[config.mk]
export PLATFORM = sky130hd
export DESIGN_NAME = aac_adc_ctrl
export DESIGN_NICKNAME = d
export VERILOG_FILES = /design/src/design/aac_pkg.sv /design/src/design/aac_corr.sv /design/src/design/aac_adc_ctrl.sv
export SDC_FILE = /design/constraint.sdc
export NUM_CORES = 2
export LEC_CHECK = 0
export BUFFER_PORTS_ARGS = -buffer_cell sky130_fd_sc_hd__buf_4
export CELL_PAD_IN_SITES_DETAIL_PLACEMENT = 0
export CELL_PAD_IN_SITES_GLOBAL_PLACEMENT = 1
export CORE_UTILIZATION = 48
export CTS_CLUSTER_DIAMETER = 30
export DETAILED_ROUTE_END_ITERATION = 8
export PLACE_DENSITY = 0.83
export SLEW_MARGIN = 20
export SYNTH_ARGS = -nofsm -noshare
export SYNTH_HDL_FRONTEND = slang
export SYNTH_SLANG_ARGS = --single-unit
[constraint.sdc]
create_clock -name clk -period 10.25 [get_ports clk]
set_input_delay 1.5375 -clock clk [delete_from_list [all_inputs] [get_ports clk]]
set_output_delay 1.5375 -clock clk [all_outputs]
set_load 0.03 [all_outputs]
[src/design/aac_pkg.sv]
// constants, field layout and types shared by the acquisition control files
package aac_pkg;
    // ------------------------------------------------------------------
    // geometry
    // ------------------------------------------------------------------
    localparam int AAC_NUM_DEV      = 2;
    localparam int AAC_NUM_CH       = 8;
    localparam int AAC_DW           = 16;
    localparam int AAC_AW           = 8;
    localparam int AAC_RANGE_W      = 3;
    localparam int AAC_CNT_W        = 4;
    // ------------------------------------------------------------------
    // register offsets (byte addresses)
    // ------------------------------------------------------------------
    localparam logic [7:0] AAC_CTRL_OFS  = 8'h00;
    localparam logic [7:0] AAC_STAT_OFS  = 8'h04;
    localparam logic [7:0] AAC_MODE_OFS  = 8'h08;
    localparam logic [7:0] AAC_CFG_OFS   = 8'h10;
    localparam logic [7:0] AAC_CORR_OFS  = 8'h40;
    localparam logic [7:0] AAC_RANGE_OFS = 8'h80;
    localparam logic [7:0] AAC_DATA_OFS  = 8'hc0;
    localparam logic [7:0] AAC_REGION_M  = 8'hc0;
    // ------------------------------------------------------------------
    // fields and reset values
    // ------------------------------------------------------------------
    localparam int AAC_MODE_SEQ_BIT = 0;
    localparam int AAC_CFG_DIFF_BIT = 0;
    localparam int AAC_CFG_CNT_LSB  = 4;
    localparam int AAC_CORR_OFF_LSB = 16;
    localparam int AAC_STAT_ACT_BIT = 8;
    localparam logic [AAC_CNT_W-1:0]   AAC_CNT_RST   = 4'h1;
    localparam logic [AAC_CNT_W-1:0]   AAC_MAX_DIFF  = 4'h4;
    localparam logic [AAC_CNT_W-1:0]   AAC_MAX_SE    = 4'h8;
    localparam logic [AAC_RANGE_W-1:0] AAC_RANGE_RST = 3'h0;
    // range codes: 0.166, 0.2, 0.4, 0.8, 1.6
    localparam logic [AAC_RANGE_W-1:0] AAC_RANGE_G1P6 = 3'h4;
    // ------------------------------------------------------------------
    // correction scaling: gain / 262144, offset / 4
    // ------------------------------------------------------------------
    localparam int AAC_GAIN_DIV     = 262144;
    localparam int AAC_GAIN_SHIFT   = 18;
    localparam int AAC_OFF_SHIFT    = 16;
    // ------------------------------------------------------------------
    // types
    // ------------------------------------------------------------------
    typedef enum logic [1:0] {
        AAC_IDLE,
        AAC_START,
        AAC_WAIT,
        AAC_STORE
    } aac_state_t;
endpackage

[src/design/aac_corr.sv]
// gain and offset correction of one raw conversion result
`timescale 1ns/1ps
module aac_corr
    import aac_pkg::*;
(
    // raw result and correction values
    input  wire logic signed [AAC_DW-1:0] raw,
    input  wire logic signed [AAC_DW-1:0] gain_corr,
    input  wire logic signed [AAC_DW-1:0] off_corr,
    // corrected result
    output logic signed [AAC_DW-1:0]      result
);
    // ------------------------------------------------------------------
    // arithmetic
    // ------------------------------------------------------------------
    // gain factor scaled by 2^18, offset by 2^16, so zero corrections give raw back exactly
    logic signed [19:0] factor;
    logic signed [36:0] acc;
    logic signed [18:0] scaled;

    always_comb
    begin
        factor = 20'(AAC_GAIN_DIV) - 20'(gain_corr);
        // widen before multiplying so the product cannot overflow
        acc    = 37'(raw) * 37'(factor)
               - (37'(off_corr) <<< AAC_OFF_SHIFT);
        scaled = 19'(acc >>> AAC_GAIN_SHIFT);
        // saturate rather than wrap past full scale
        if (scaled > 19'sd32767)
            result = 16'sh7fff;
        else if (scaled < -19'sd32768)
            result = 16'sh8000;
        else
            result = scaled[AAC_DW-1:0];
    end
endmodule // aac_corr

[src/design/aac_adc_ctrl.sv]
// converter acquisition control with avalon register slave
`timescale 1ns/1ps
module aac_adc_ctrl
    import aac_pkg::*;
#(
    parameter int NUM_DEV = AAC_NUM_DEV
)
(
    // clock and reset
    input  wire logic                       clk,
    input  wire logic                       reset_n,
    // avalon-mm slave
    input  wire logic [aac_pkg::AAC_AW-1:0] avs_address,
    input  wire logic                       avs_read,
    input  wire logic                       avs_write,
    input  wire logic [31:0]                avs_writedata,
    output logic [31:0]                     avs_readdata,
    output logic                            avs_waitrequest,
    // board straps and sequencer clock (asynchronous pins)
    input  wire logic [NUM_DEV-1:0]         current_input,
    input  wire logic                       seq_clk_event,
    // converter devices
    output logic                            conv_start,
    output logic [2:0]                      conv_channel,
    output logic [NUM_DEV-1:0]              conv_enable,
    output logic [NUM_DEV-1:0]              conv_diff,
    output logic [NUM_DEV*3-1:0]            conv_range,
    input  wire logic                       conv_done,
    input  wire logic [NUM_DEV*16-1:0]      conv_data,
    // host memory writes in sequencer mode
    output logic [NUM_DEV-1:0]              host_wr_valid,
    output logic [2:0]                      host_wr_ch,
    output logic [NUM_DEV*16-1:0]           host_wr_data
);
    // ------------------------------------------------------------------
    // declarations
    // ------------------------------------------------------------------
    localparam int NE = NUM_DEV * AAC_NUM_CH;
    localparam int EW = $clog2(NE);

    aac_state_t                  state;
    logic [NUM_DEV-1:0]          seq_mode, diff_mode, busy, pend_man;
    logic [NUM_DEV-1:0]          run_dev, slot_act, new_req;
    logic                        pend_seq, run_seq, ack, fin;
    logic                        take_man, take_seq;
    logic [3:0]                  ch_idx;
    logic [AAC_CNT_W-1:0]        act_cnt [NUM_DEV];
    logic [AAC_CNT_W-1:0]        eff_cnt [NUM_DEV];
    logic signed [AAC_DW-1:0]    gain_corr [NE];
    logic signed [AAC_DW-1:0]    off_corr [NE];
    logic [AAC_RANGE_W-1:0]      range_sel [NE];
    logic [AAC_DW-1:0]           data_reg [NE];
    logic signed [AAC_DW-1:0]    raw [NUM_DEV];
    logic signed [AAC_DW-1:0]    corr [NUM_DEV];
    logic [NUM_DEV-1:0]          cur_s1, cur_s2;
    logic                        seq_s1, seq_s2, seq_s3;
    logic                        done_s1, done_s2, done_s3;
    logic [NUM_DEV*16-1:0]       dat_s1, dat_s2;
    logic [31:0]                 rd_val;
    logic                        wr_en, wr_ctrl, seq_evt, done_evt;
    logic [EW-1:0]               a_ent;

    // ------------------------------------------------------------------
    // pin synchronisers
    // ------------------------------------------------------------------
    always_ff @(posedge clk or negedge reset_n)
    begin
        if (!reset_n)
        begin
            cur_s1  <= '0;
            cur_s2  <= '0;
            seq_s1  <= 1'b0;
            seq_s2  <= 1'b0;
            seq_s3  <= 1'b0;
            done_s1 <= 1'b0;
            done_s2 <= 1'b0;
            done_s3 <= 1'b0;
            dat_s1  <= '0;
            dat_s2  <= '0;
        end
        else
        begin
            cur_s1  <= current_input;
            cur_s2  <= cur_s1;
            seq_s1  <= seq_clk_event;
            seq_s2  <= seq_s1;
            seq_s3  <= seq_s2;
            done_s1 <= conv_done;
            done_s2 <= done_s1;
            done_s3 <= done_s2;
            // data settle before done, so equal latency keeps them paired
            dat_s1  <= conv_data;
            dat_s2  <= dat_s1;
        end
    end

    assign seq_evt  = seq_s2 & ~seq_s3;
    assign done_evt = done_s2 & ~done_s3;

    // ------------------------------------------------------------------
    // avalon slave: one wait cycle, answer on the second edge
    // ------------------------------------------------------------------
    assign avs_waitrequest = (avs_read | avs_write) & ~ack;
    assign wr_en   = avs_write & ack;
    assign a_ent   = avs_address[EW+1:2];
    assign wr_ctrl = wr_en && avs_address == AAC_CTRL_OFS;
    // requests to sequencer-mode devices are ignored
    assign new_req = wr_ctrl ? avs_writedata[NUM_DEV-1:0] & ~seq_mode
                             : '0;

    // limitation: the mode window holds at most two devices, the config window up to twelve
    always_comb
    begin
        rd_val = 32'h0;
        unique case (avs_address & AAC_REGION_M)
            AAC_CORR_OFS:
                rd_val = {off_corr[a_ent], gain_corr[a_ent]};
            AAC_RANGE_OFS:
                rd_val = 32'(range_sel[a_ent]);
            AAC_DATA_OFS:
                rd_val = 32'(data_reg[a_ent]);
            default:
                for (int d = 0; d < NUM_DEV; d++)
                begin
                    if (avs_address == AAC_STAT_OFS)
                        rd_val = 32'(busy)
                               | (32'(state != AAC_IDLE) << AAC_STAT_ACT_BIT);
                    if (avs_address == AAC_MODE_OFS + 8'(4 * d))
                        rd_val = 32'(seq_mode[d]);
                    if (avs_address == AAC_CFG_OFS + 8'(4 * d))
                        rd_val = 32'(diff_mode[d])
                               | (32'(eff_cnt[d]) << AAC_CFG_CNT_LSB);
                end
        endcase
    end

    always_ff @(posedge clk or negedge reset_n)
    begin
        if (!reset_n)
        begin
            ack          <= 1'b0;
            avs_readdata <= 32'h0;
        end
        else
        begin
            ack          <= (avs_read | avs_write) & ~ack;
            avs_readdata <= rd_val;
        end
    end

    // ------------------------------------------------------------------
    // configuration registers
    // ------------------------------------------------------------------
    always_ff @(posedge clk or negedge reset_n)
    begin
        if (!reset_n)
        begin
            seq_mode  <= '0;
            diff_mode <= '0;
            for (int d = 0; d < NUM_DEV; d++)
                act_cnt[d] <= AAC_CNT_RST;
            for (int e = 0; e < NE; e++)
            begin
                gain_corr[e] <= '0;
                off_corr[e]  <= '0;
                range_sel[e] <= AAC_RANGE_RST;
            end
        end
        else if (wr_en)
        begin
            for (int d = 0; d < NUM_DEV; d++)
            begin
                if (avs_address == AAC_MODE_OFS + 8'(4 * d))
                    seq_mode[d] <= avs_writedata[AAC_MODE_SEQ_BIT];
                if (avs_address == AAC_CFG_OFS + 8'(4 * d))
                begin
                    diff_mode[d] <= avs_writedata[AAC_CFG_DIFF_BIT];
                    act_cnt[d]   <= avs_writedata[AAC_CFG_CNT_LSB +: 4];
                end
            end
            if ((avs_address & AAC_REGION_M) == AAC_CORR_OFS)
            begin
                // software supplies the factory values for mode and range
                gain_corr[a_ent] <= avs_writedata[15:0];
                off_corr[a_ent]  <= avs_writedata[AAC_CORR_OFF_LSB +: 16];
            end
            if ((avs_address & AAC_REGION_M) == AAC_RANGE_OFS)
                range_sel[a_ent] <= avs_writedata[AAC_RANGE_W-1:0];
        end
    end

    // ------------------------------------------------------------------
    // active slots and correction
    // ------------------------------------------------------------------
    always_comb
    begin
        for (int d = 0; d < NUM_DEV; d++)
        begin
            // over-range counts are capped, not trusted
            eff_cnt[d] = act_cnt[d];
            if (diff_mode[d] && act_cnt[d] > AAC_MAX_DIFF)
                eff_cnt[d] = AAC_MAX_DIFF;
            else if (act_cnt[d] > AAC_MAX_SE)
                eff_cnt[d] = AAC_MAX_SE;
            slot_act[d] = run_dev[d] && ch_idx < 4'(eff_cnt[d]);
        end
    end

    genvar g;
    generate
        for (g = 0; g < NUM_DEV; g++)
        begin : g_corr
            aac_corr u_corr (
                .raw       (raw[g]),
                .gain_corr (gain_corr[EW'(g * AAC_NUM_CH) + EW'(ch_idx)]),
                .off_corr  (off_corr[EW'(g * AAC_NUM_CH) + EW'(ch_idx)]),
                .result    (corr[g])
            );
        end
    endgenerate

    // ------------------------------------------------------------------
    // request bookkeeping and busy
    // ------------------------------------------------------------------
    assign take_man = state == AAC_IDLE && |pend_man;
    assign take_seq = state == AAC_IDLE && !(|pend_man) && pend_seq
                      && |seq_mode;
    assign fin      = state == AAC_START && !(|slot_act);

    always_ff @(posedge clk or negedge reset_n)
    begin
        if (!reset_n)
        begin
            pend_man <= '0;
            pend_seq <= 1'b0;
            busy     <= '0;
        end
        else
        begin
            // a request in the clearing cycle survives
            pend_man <= (take_man ? '0 : pend_man) | new_req;
            pend_seq <= ((state == AAC_IDLE && !(|pend_man)) ? 1'b0
                         : pend_seq) | seq_evt;
            // a queued rerun keeps its device busy
            busy     <= (fin && !run_seq ? busy & ~(run_dev & ~pend_man)
                         : busy)
                        | new_req;
        end
    end

    // ------------------------------------------------------------------
    // conversion sequencer
    // ------------------------------------------------------------------
    always_ff @(posedge clk or negedge reset_n)
    begin
        if (!reset_n)
        begin
            state         <= AAC_IDLE;
            run_dev       <= '0;
            run_seq       <= 1'b0;
            ch_idx        <= 4'h0;
            conv_start    <= 1'b0;
            conv_channel  <= 3'h0;
            conv_enable   <= '0;
            conv_range    <= '0;
            host_wr_valid <= '0;
            host_wr_ch    <= 3'h0;
            host_wr_data  <= '0;
            for (int d = 0; d < NUM_DEV; d++)
                raw[d] <= '0;
        end
        else
        begin
            conv_start    <= 1'b0;
            host_wr_valid <= '0;
            unique case (state)
                AAC_IDLE:
                    if (take_man || take_seq)
                    begin
                        run_dev <= take_man ? pend_man : seq_mode;
                        run_seq <= !take_man;
                        ch_idx  <= 4'h0;
                        state   <= AAC_START;
                    end
                AAC_START:
                    if (fin)
                        state <= AAC_IDLE;
                    else
                    begin
                        // one slot for every device keeps them in step
                        conv_start   <= 1'b1;
                        conv_channel <= ch_idx[2:0];
                        conv_enable  <= slot_act;
                        for (int d = 0; d < NUM_DEV; d++)
                            conv_range[d*3 +: 3] <= cur_s2[d]
                                ? AAC_RANGE_G1P6
                                : range_sel[EW'(d * AAC_NUM_CH)
                                            + EW'(ch_idx)];
                        state <= AAC_WAIT;
                    end
                AAC_WAIT:
                    if (done_evt)
                    begin
                        for (int d = 0; d < NUM_DEV; d++)
                            raw[d] <= dat_s2[d*16 +: 16];
                        state <= AAC_STORE;
                    end
                AAC_STORE:
                begin
                    if (run_seq)
                    begin
                        host_wr_valid <= slot_act;
                        host_wr_ch    <= ch_idx[2:0];
                        for (int d = 0; d < NUM_DEV; d++)
                            host_wr_data[d*16 +: 16] <= corr[d];
                    end
                    ch_idx <= ch_idx + 4'h1;
                    state  <= AAC_START;
                end
            endcase
        end
    end

    assign conv_diff = diff_mode;

    always_ff @(posedge clk or negedge reset_n)
    begin
        if (!reset_n)
            for (int e = 0; e < NE; e++)
                data_reg[e] <= '0;
        else if (state == AAC_STORE && !run_seq)
            for (int d = 0; d < NUM_DEV; d++)
                if (slot_act[d])
                    data_reg[EW'(d * AAC_NUM_CH) + EW'(ch_idx)]
                        <= corr[d];
    end
endmodule // aac_adc_ctrl

# Yosys cells after proc, flatten, opt, wreduce, memory -nomap -nowiden
# Index checks and enable logic that the tools add are counted.
# totals
register_bits,1030
inputBits,80
word_cells,275
# op_classes
addsub,6
multipliers,2
order_cmp,16
n_eq_ne,13
muxes,77
bitwise,24
n_reduce_logical,39
# op_table
operator,count
256-bit bitwise mux,4
256-bit 2-to-1 mux,3
16-bit binary-select mux with 4-bit select,7
16-bit 2-to-1 mux,21
16-bit demux with 4-bit select,3
32-bit 2-to-1 mux,4
32-bit one-hot mux with 3 select lines,1
36-bit by 32-bit subtractor with 37-bit output,2
16-bit by 20-bit multiplier with 36-bit output,2
48-bit bitwise mux,1
20-bit by 16-bit subtractor with 20-bit output (first input constant),2
19-bit by 16-bit > comparator with 1-bit output (second input constant),2
19-bit by 16-bit < comparator with 1-bit output (second input constant),2
3-bit binary-select mux with 4-bit select,3
3-bit 2-to-1 mux,9
2-bit AND reduction,12
4-bit 2-to-1 mux,5
2-bit 2-to-1 mux,9
8-bit by 4-bit equality test with 1-bit output (second input constant),2
8-bit by 5-bit equality test with 1-bit output (second input constant),2
1-bit by 8-bit bitwise OR with 8-bit output,2
5-bit >= comparator (second input constant),3
1-bit logical AND,15
5-bit by 1-bit < comparator with 1-bit output (second input constant),3
other kinds (28),58

# Depth between registers and ports, before layout
# logic_depth
ltp_word,15
ltp_mapped,42
depth_no_buf,35

# By module
# A second synthesis with hierarchy kept.
# hier_totals
cells_unflattened,6067
hier_area_um2,74998.2
# by_module_without_submodules
mod,n_inst,cells_per_inst,area_per_inst_um2
aac_adc_ctrl,1,3408,52029.9
aac_corr (g_corr[1].u_corr),1,1340,11524.8
aac_corr (g_corr[0].u_corr),1,1319,11443.5

# Worst setup path before layout
# OpenSTA, ideal clock, no wires.
# synth_timing
path_type,flip-flop to flip-flop
from,register ch_idx[0]
to,register data_reg[110] (netlist name)
setup_time_ps,104
arrival_ps,10000
required_time_ps,10146
slack_ps,146
stages_incl_launch_ff,38
period_less_slack_ps,10104
path_cell_list,dfrtp_1 > buf_4 > buf_12 > buf_6 > buf_2 > mux4_2 > mux4_2 > nor4_1 > nand2_1 > or2_2 > nor2_1 > xnor2_1 > clkbuf_1 > nand2_1 > fa_1 > fa_1 > inv_1 > fa_1 > (+2 left out) > inv_1 > fa_1 > inv_1 > ha_1 > and3_1 > clkbuf_1 > a221o_1 > a21oi_1 > o21a_1 > nor3_1 > or4b_2 > nand2_1 > a31oi_1 > clkbuf_1 > or3_1 > clkbuf_1 > buf_6 > a221oi_1
# synth_via
elab_chain_len,15
elab_cells_between_ends,48
classes_between,add/sub (5); mul (2); order compare (10); mux (25); bitwise (2); reduce/logical (4)
# synth_rtl
element,line_no,rtl
start: declaration,aac_adc_ctrl.sv:46,logic [3:0] ch_idx;
start signal: assignment,aac_adc_ctrl.sv:317,ch_idx <= ch_idx + 4'h1;
"parallel branches: the longest is 14 deep, another holds 36-bit by 32-bit subtractor with 37-bit output",n/a,
256-bit 2-to-1 mux (*),aac_adc_ctrl.sv:333,if (slot_act[d])
end signal: indexed assignment,aac_adc_ctrl.sv:330,data_reg[e] <= '0;
end: declaration,aac_adc_ctrl.sv:52,logic [AAC_DW-1:0] data_reg [NE];
# Mark *: on every way between the ends. The select of a mux whose other input is x is not followed.
# A chain may end at the register's enable or synchronous reset.

# Final worst setup path
# layout_timing
from,register ch_idx[0]
to,register data_reg[126] (netlist name)
# The elaborated chain is that of the path after synthesis.

==> impl_metrics.toml <==
[run_status]
status = "finished, final reports clean"

[grt]
met1_usage = 0.397
gr-max-usage-layer = "met2"
grt_max_degree = 168
grt_overflow_total = 0
track_usage = 0.300
grt_first_pass_wirelength_um = 346000
grt_pass1_vias = 55600
antenna_found_initial = 6
grt_util_met3 = 0.0757
grt.met2_usage = 0.471

[floorplanning]
design.die.area_um2 = 154000
start_util = 0.483
coreArea_um2 = 152000
die-width_um = 393
row_count = 143
io_pins = 164
die_h_um = 393

[setup_path]
slowest_stage = "or4b_2"
worst_ep_required_time_ns = 11.00
startpoint_type = "flip-flop"
startpoint = "ch_idx[0]"
cp_slowest_stage_delay_ns = 0.69
r2r_start = "ch_idx[0]"
crit_top_cell = "fa_1"
reg2reg_to = "data_reg[126]"
critPathBufInv = 7
cp_top_family = "adder cells"
ff2ff_path_depth = 34
r2r_setup_slack_ns = 0.20
path_max_fanout = 17
cp-end-kind = "flip-flop"
cp.arrival_ns = 10.80
critical_path_class = "flip-flop to flip-flop"

[finish]
final_util = 0.573
multi_input_area_um2 = 43500
area_growth_pct = 18.6
seq_area_um2 = 25800
nFillCells = 12200
fin_nets = 7251
fin_area_um2 = 86900
drive_above_1_share = 0.315

[sta]
slew_headroom = 0.254
hold_viol = 0
drv_slew = 0
worstMarginPinSlew_ns = 1.12
period_share = 0.981
finalCriticalPeriod_ns = 10.05
setup_viol = 0
fin_worst_skew_ns = 0.100
clock.fmax_ghz = 0.0995
fin_ws_ns = 0.198

[synthesis]
yosys.area_share.simple = 0.0921
synth-seq-area-share = 0.352
synth_xor_area_frac = 0.00801
muxShareOfSynthArea = 0.233
yosysWarnings = 0
synth_cell_types = 87
ys_seq_elements = 1030
syn-num-nets = 7010
synth_edf_count = 0
synthCells = 6153
synthArstFlopShare = 1.00
synth_top_family_by_area = "multiplexers"
synthAdderAreaFrac = 0.187
syn_area_um2 = 73300
synth_compound_area_frac = 0.0664
post_synth.cell_area_avg_um2 = 11.9
synth_ff_type = "dfrtp_1"

[clock_tree]
clkTransAtPathRegs_ns = 0.05
clock_latency_ns = 0.86
numCtsBuffers = 227
root_buffer = "clkbuf_16"
cts.path.max_buffers = 3
cts_tree = "done"
cts.sink_count = 1030
htreeDepth = 4

[placed_design]
place_ws_ns = -0.106
dpl_cell_area_um2 = 77900
port-buffer-count = 163
place_hpwl_um = 154000
gp_congestion = 0.944

[min_path]
min_path_type = "flip-flop to flip-flop"
holdCritStartpoint = "dat_s1[24]"
hold_depth = 0
min_delay_worst_endpoint = "dat_s2[24]"

[routing]
drcViolationCount = 0
drtIter0Drc = 4977
drt_wl_total_um = 228000
num_vias = 52900
vias_per_cell = 6.14
wl_per_cell_um = 26.5
drt-pass1-iter-count = 7
postRouteAntennaNets = 0

[job]
cap_violations = 0
-- cell type report --
class / instances / area share
repair buffers: 451 / 0.0465
well taps: 2030 / 0.0292
multi-input cells: 3976 / 0.500
inverters: 708 / 0.0306
flip-flops and latches: 1030 / 0.297
diodes: 3 / 0.0000864
clock inverters: 163 / 0.0277
clock buffers: 267 / 0.0691
-- per-stage QoR --
stage | cells | hold slack, ns | TNS, ns
after global routing | 8625 | 0.303 | -0.0263
after detailed placement | 8174 | 0.335 | -5.34
after floorplan | 6153 | 0.331 | 0
after CTS | 8604 | 0.298 | 0
final | 8628 | 0.308 | 0
after global placement | 8174 | 0.337 | -0.00174
-- worst max-delay path by stage --
stage,end,cells past startpoint
6_report,data_reg[126],34
5_1_grt,data_reg[54],35
4_1_cts,data_reg[70],34
3_5_place_dp,data_reg[76],32
3_3_place_gp,data_reg[23],32
2_1_floorplan,data_reg[110],37
-- cell usage after synthesis (all sizes together) (4+ instances only) --
library cell,count,area (um2)
a211o,4,35.0
a211oi,27,208
a21boi,13,97.6
a21o,35,263
a21oi,143,727
a221oi,198,1970
a22oi,5,52.6
a31oi,16,106
a41oi,5,43.8
and2,282,1760
and3,31,194
buf,123,666
clkbuf,316,1190
dfrtp,1028,25700
fa,528,10600
ha,249,3120
inv,706,2650
mux2,611,6880
mux2i,21,210
mux4,445,10000
nand2,460,1810
nand2b,17,106
nand3,39,195
nand3b,9,67.6
nand4,22,138
nor2,395,1490
nor2b,29,181
nor3,72,457
nor4,10,62.6
nor4b,4,41.3
o211ai,11,82.6
o21a,12,90.1
o21ai,96,480
o21bai,7,52.6
o22a,8,70.1
o22ai,33,206
o31ai,7,52.6
o32a,5,50.1
or2,7,43.8
or3,11,68.8
xnor2,41,359
xor2,26,228
-- timing repair --
| item | in CTS | in global routing |
|---|---|---|
| setup buffers | 0 | 15 |
| pin swaps | 0 | 10 |
| gates cloned | 0 | 6 |
| gates resized for setup | 6 | 67 |
| hold buffers | 0 | 0 |
| endpoints found under the hold margin | 0 | 0 |
| endpoints found under the setup margin | 84 | 284 |
-- cell families (layout without fill, tap and decap cells) --
logic type / count (synthesis) / in the layout
other: 0 / 3
AND/OR/NAND/NOR: 1403 / 1403
buffers and inverters: 1147 / 1589
AO/OA/AOI/OAI: 652 / 652
XOR/XNOR: 67 / 67
flip-flops: 1030 / 1030
multiplexers: 1077 / 1077
adder cells (fa/ha/maj): 777 / 777
-- layout by cell type (no fill, tap or decap), types with 150 or more instances in the layout --
cell | synthesis | final
dfrtp_1 | 1028 | 1024
inv_1 | 706 | 704
mux2_2 | 611 | 611
fa_1 | 528 | 528
mux4_2 | 445 | 445
nand2_1 | 445 | 438
buf_4 | 7 | 397
nor2_1 | 394 | 383
and2_1 | 280 | 281
ha_1 | 249 | 248
clkbuf_16 | 0 | 231
a221oi_1 | 161 | 150
-- routing by layer --
metal / part of all wire / vias to the layer above
li1: - / 21900
met1: 0.39 / 27800
met2: 0.47 / 2617
met3: 0.092 / 637
met4: 0.044 / 8
met5: 0.00083 / -
Power is left out: the tool's default activity adds up to more than one toggle a clock period on the data nets, which glitch-free logic cannot reach.
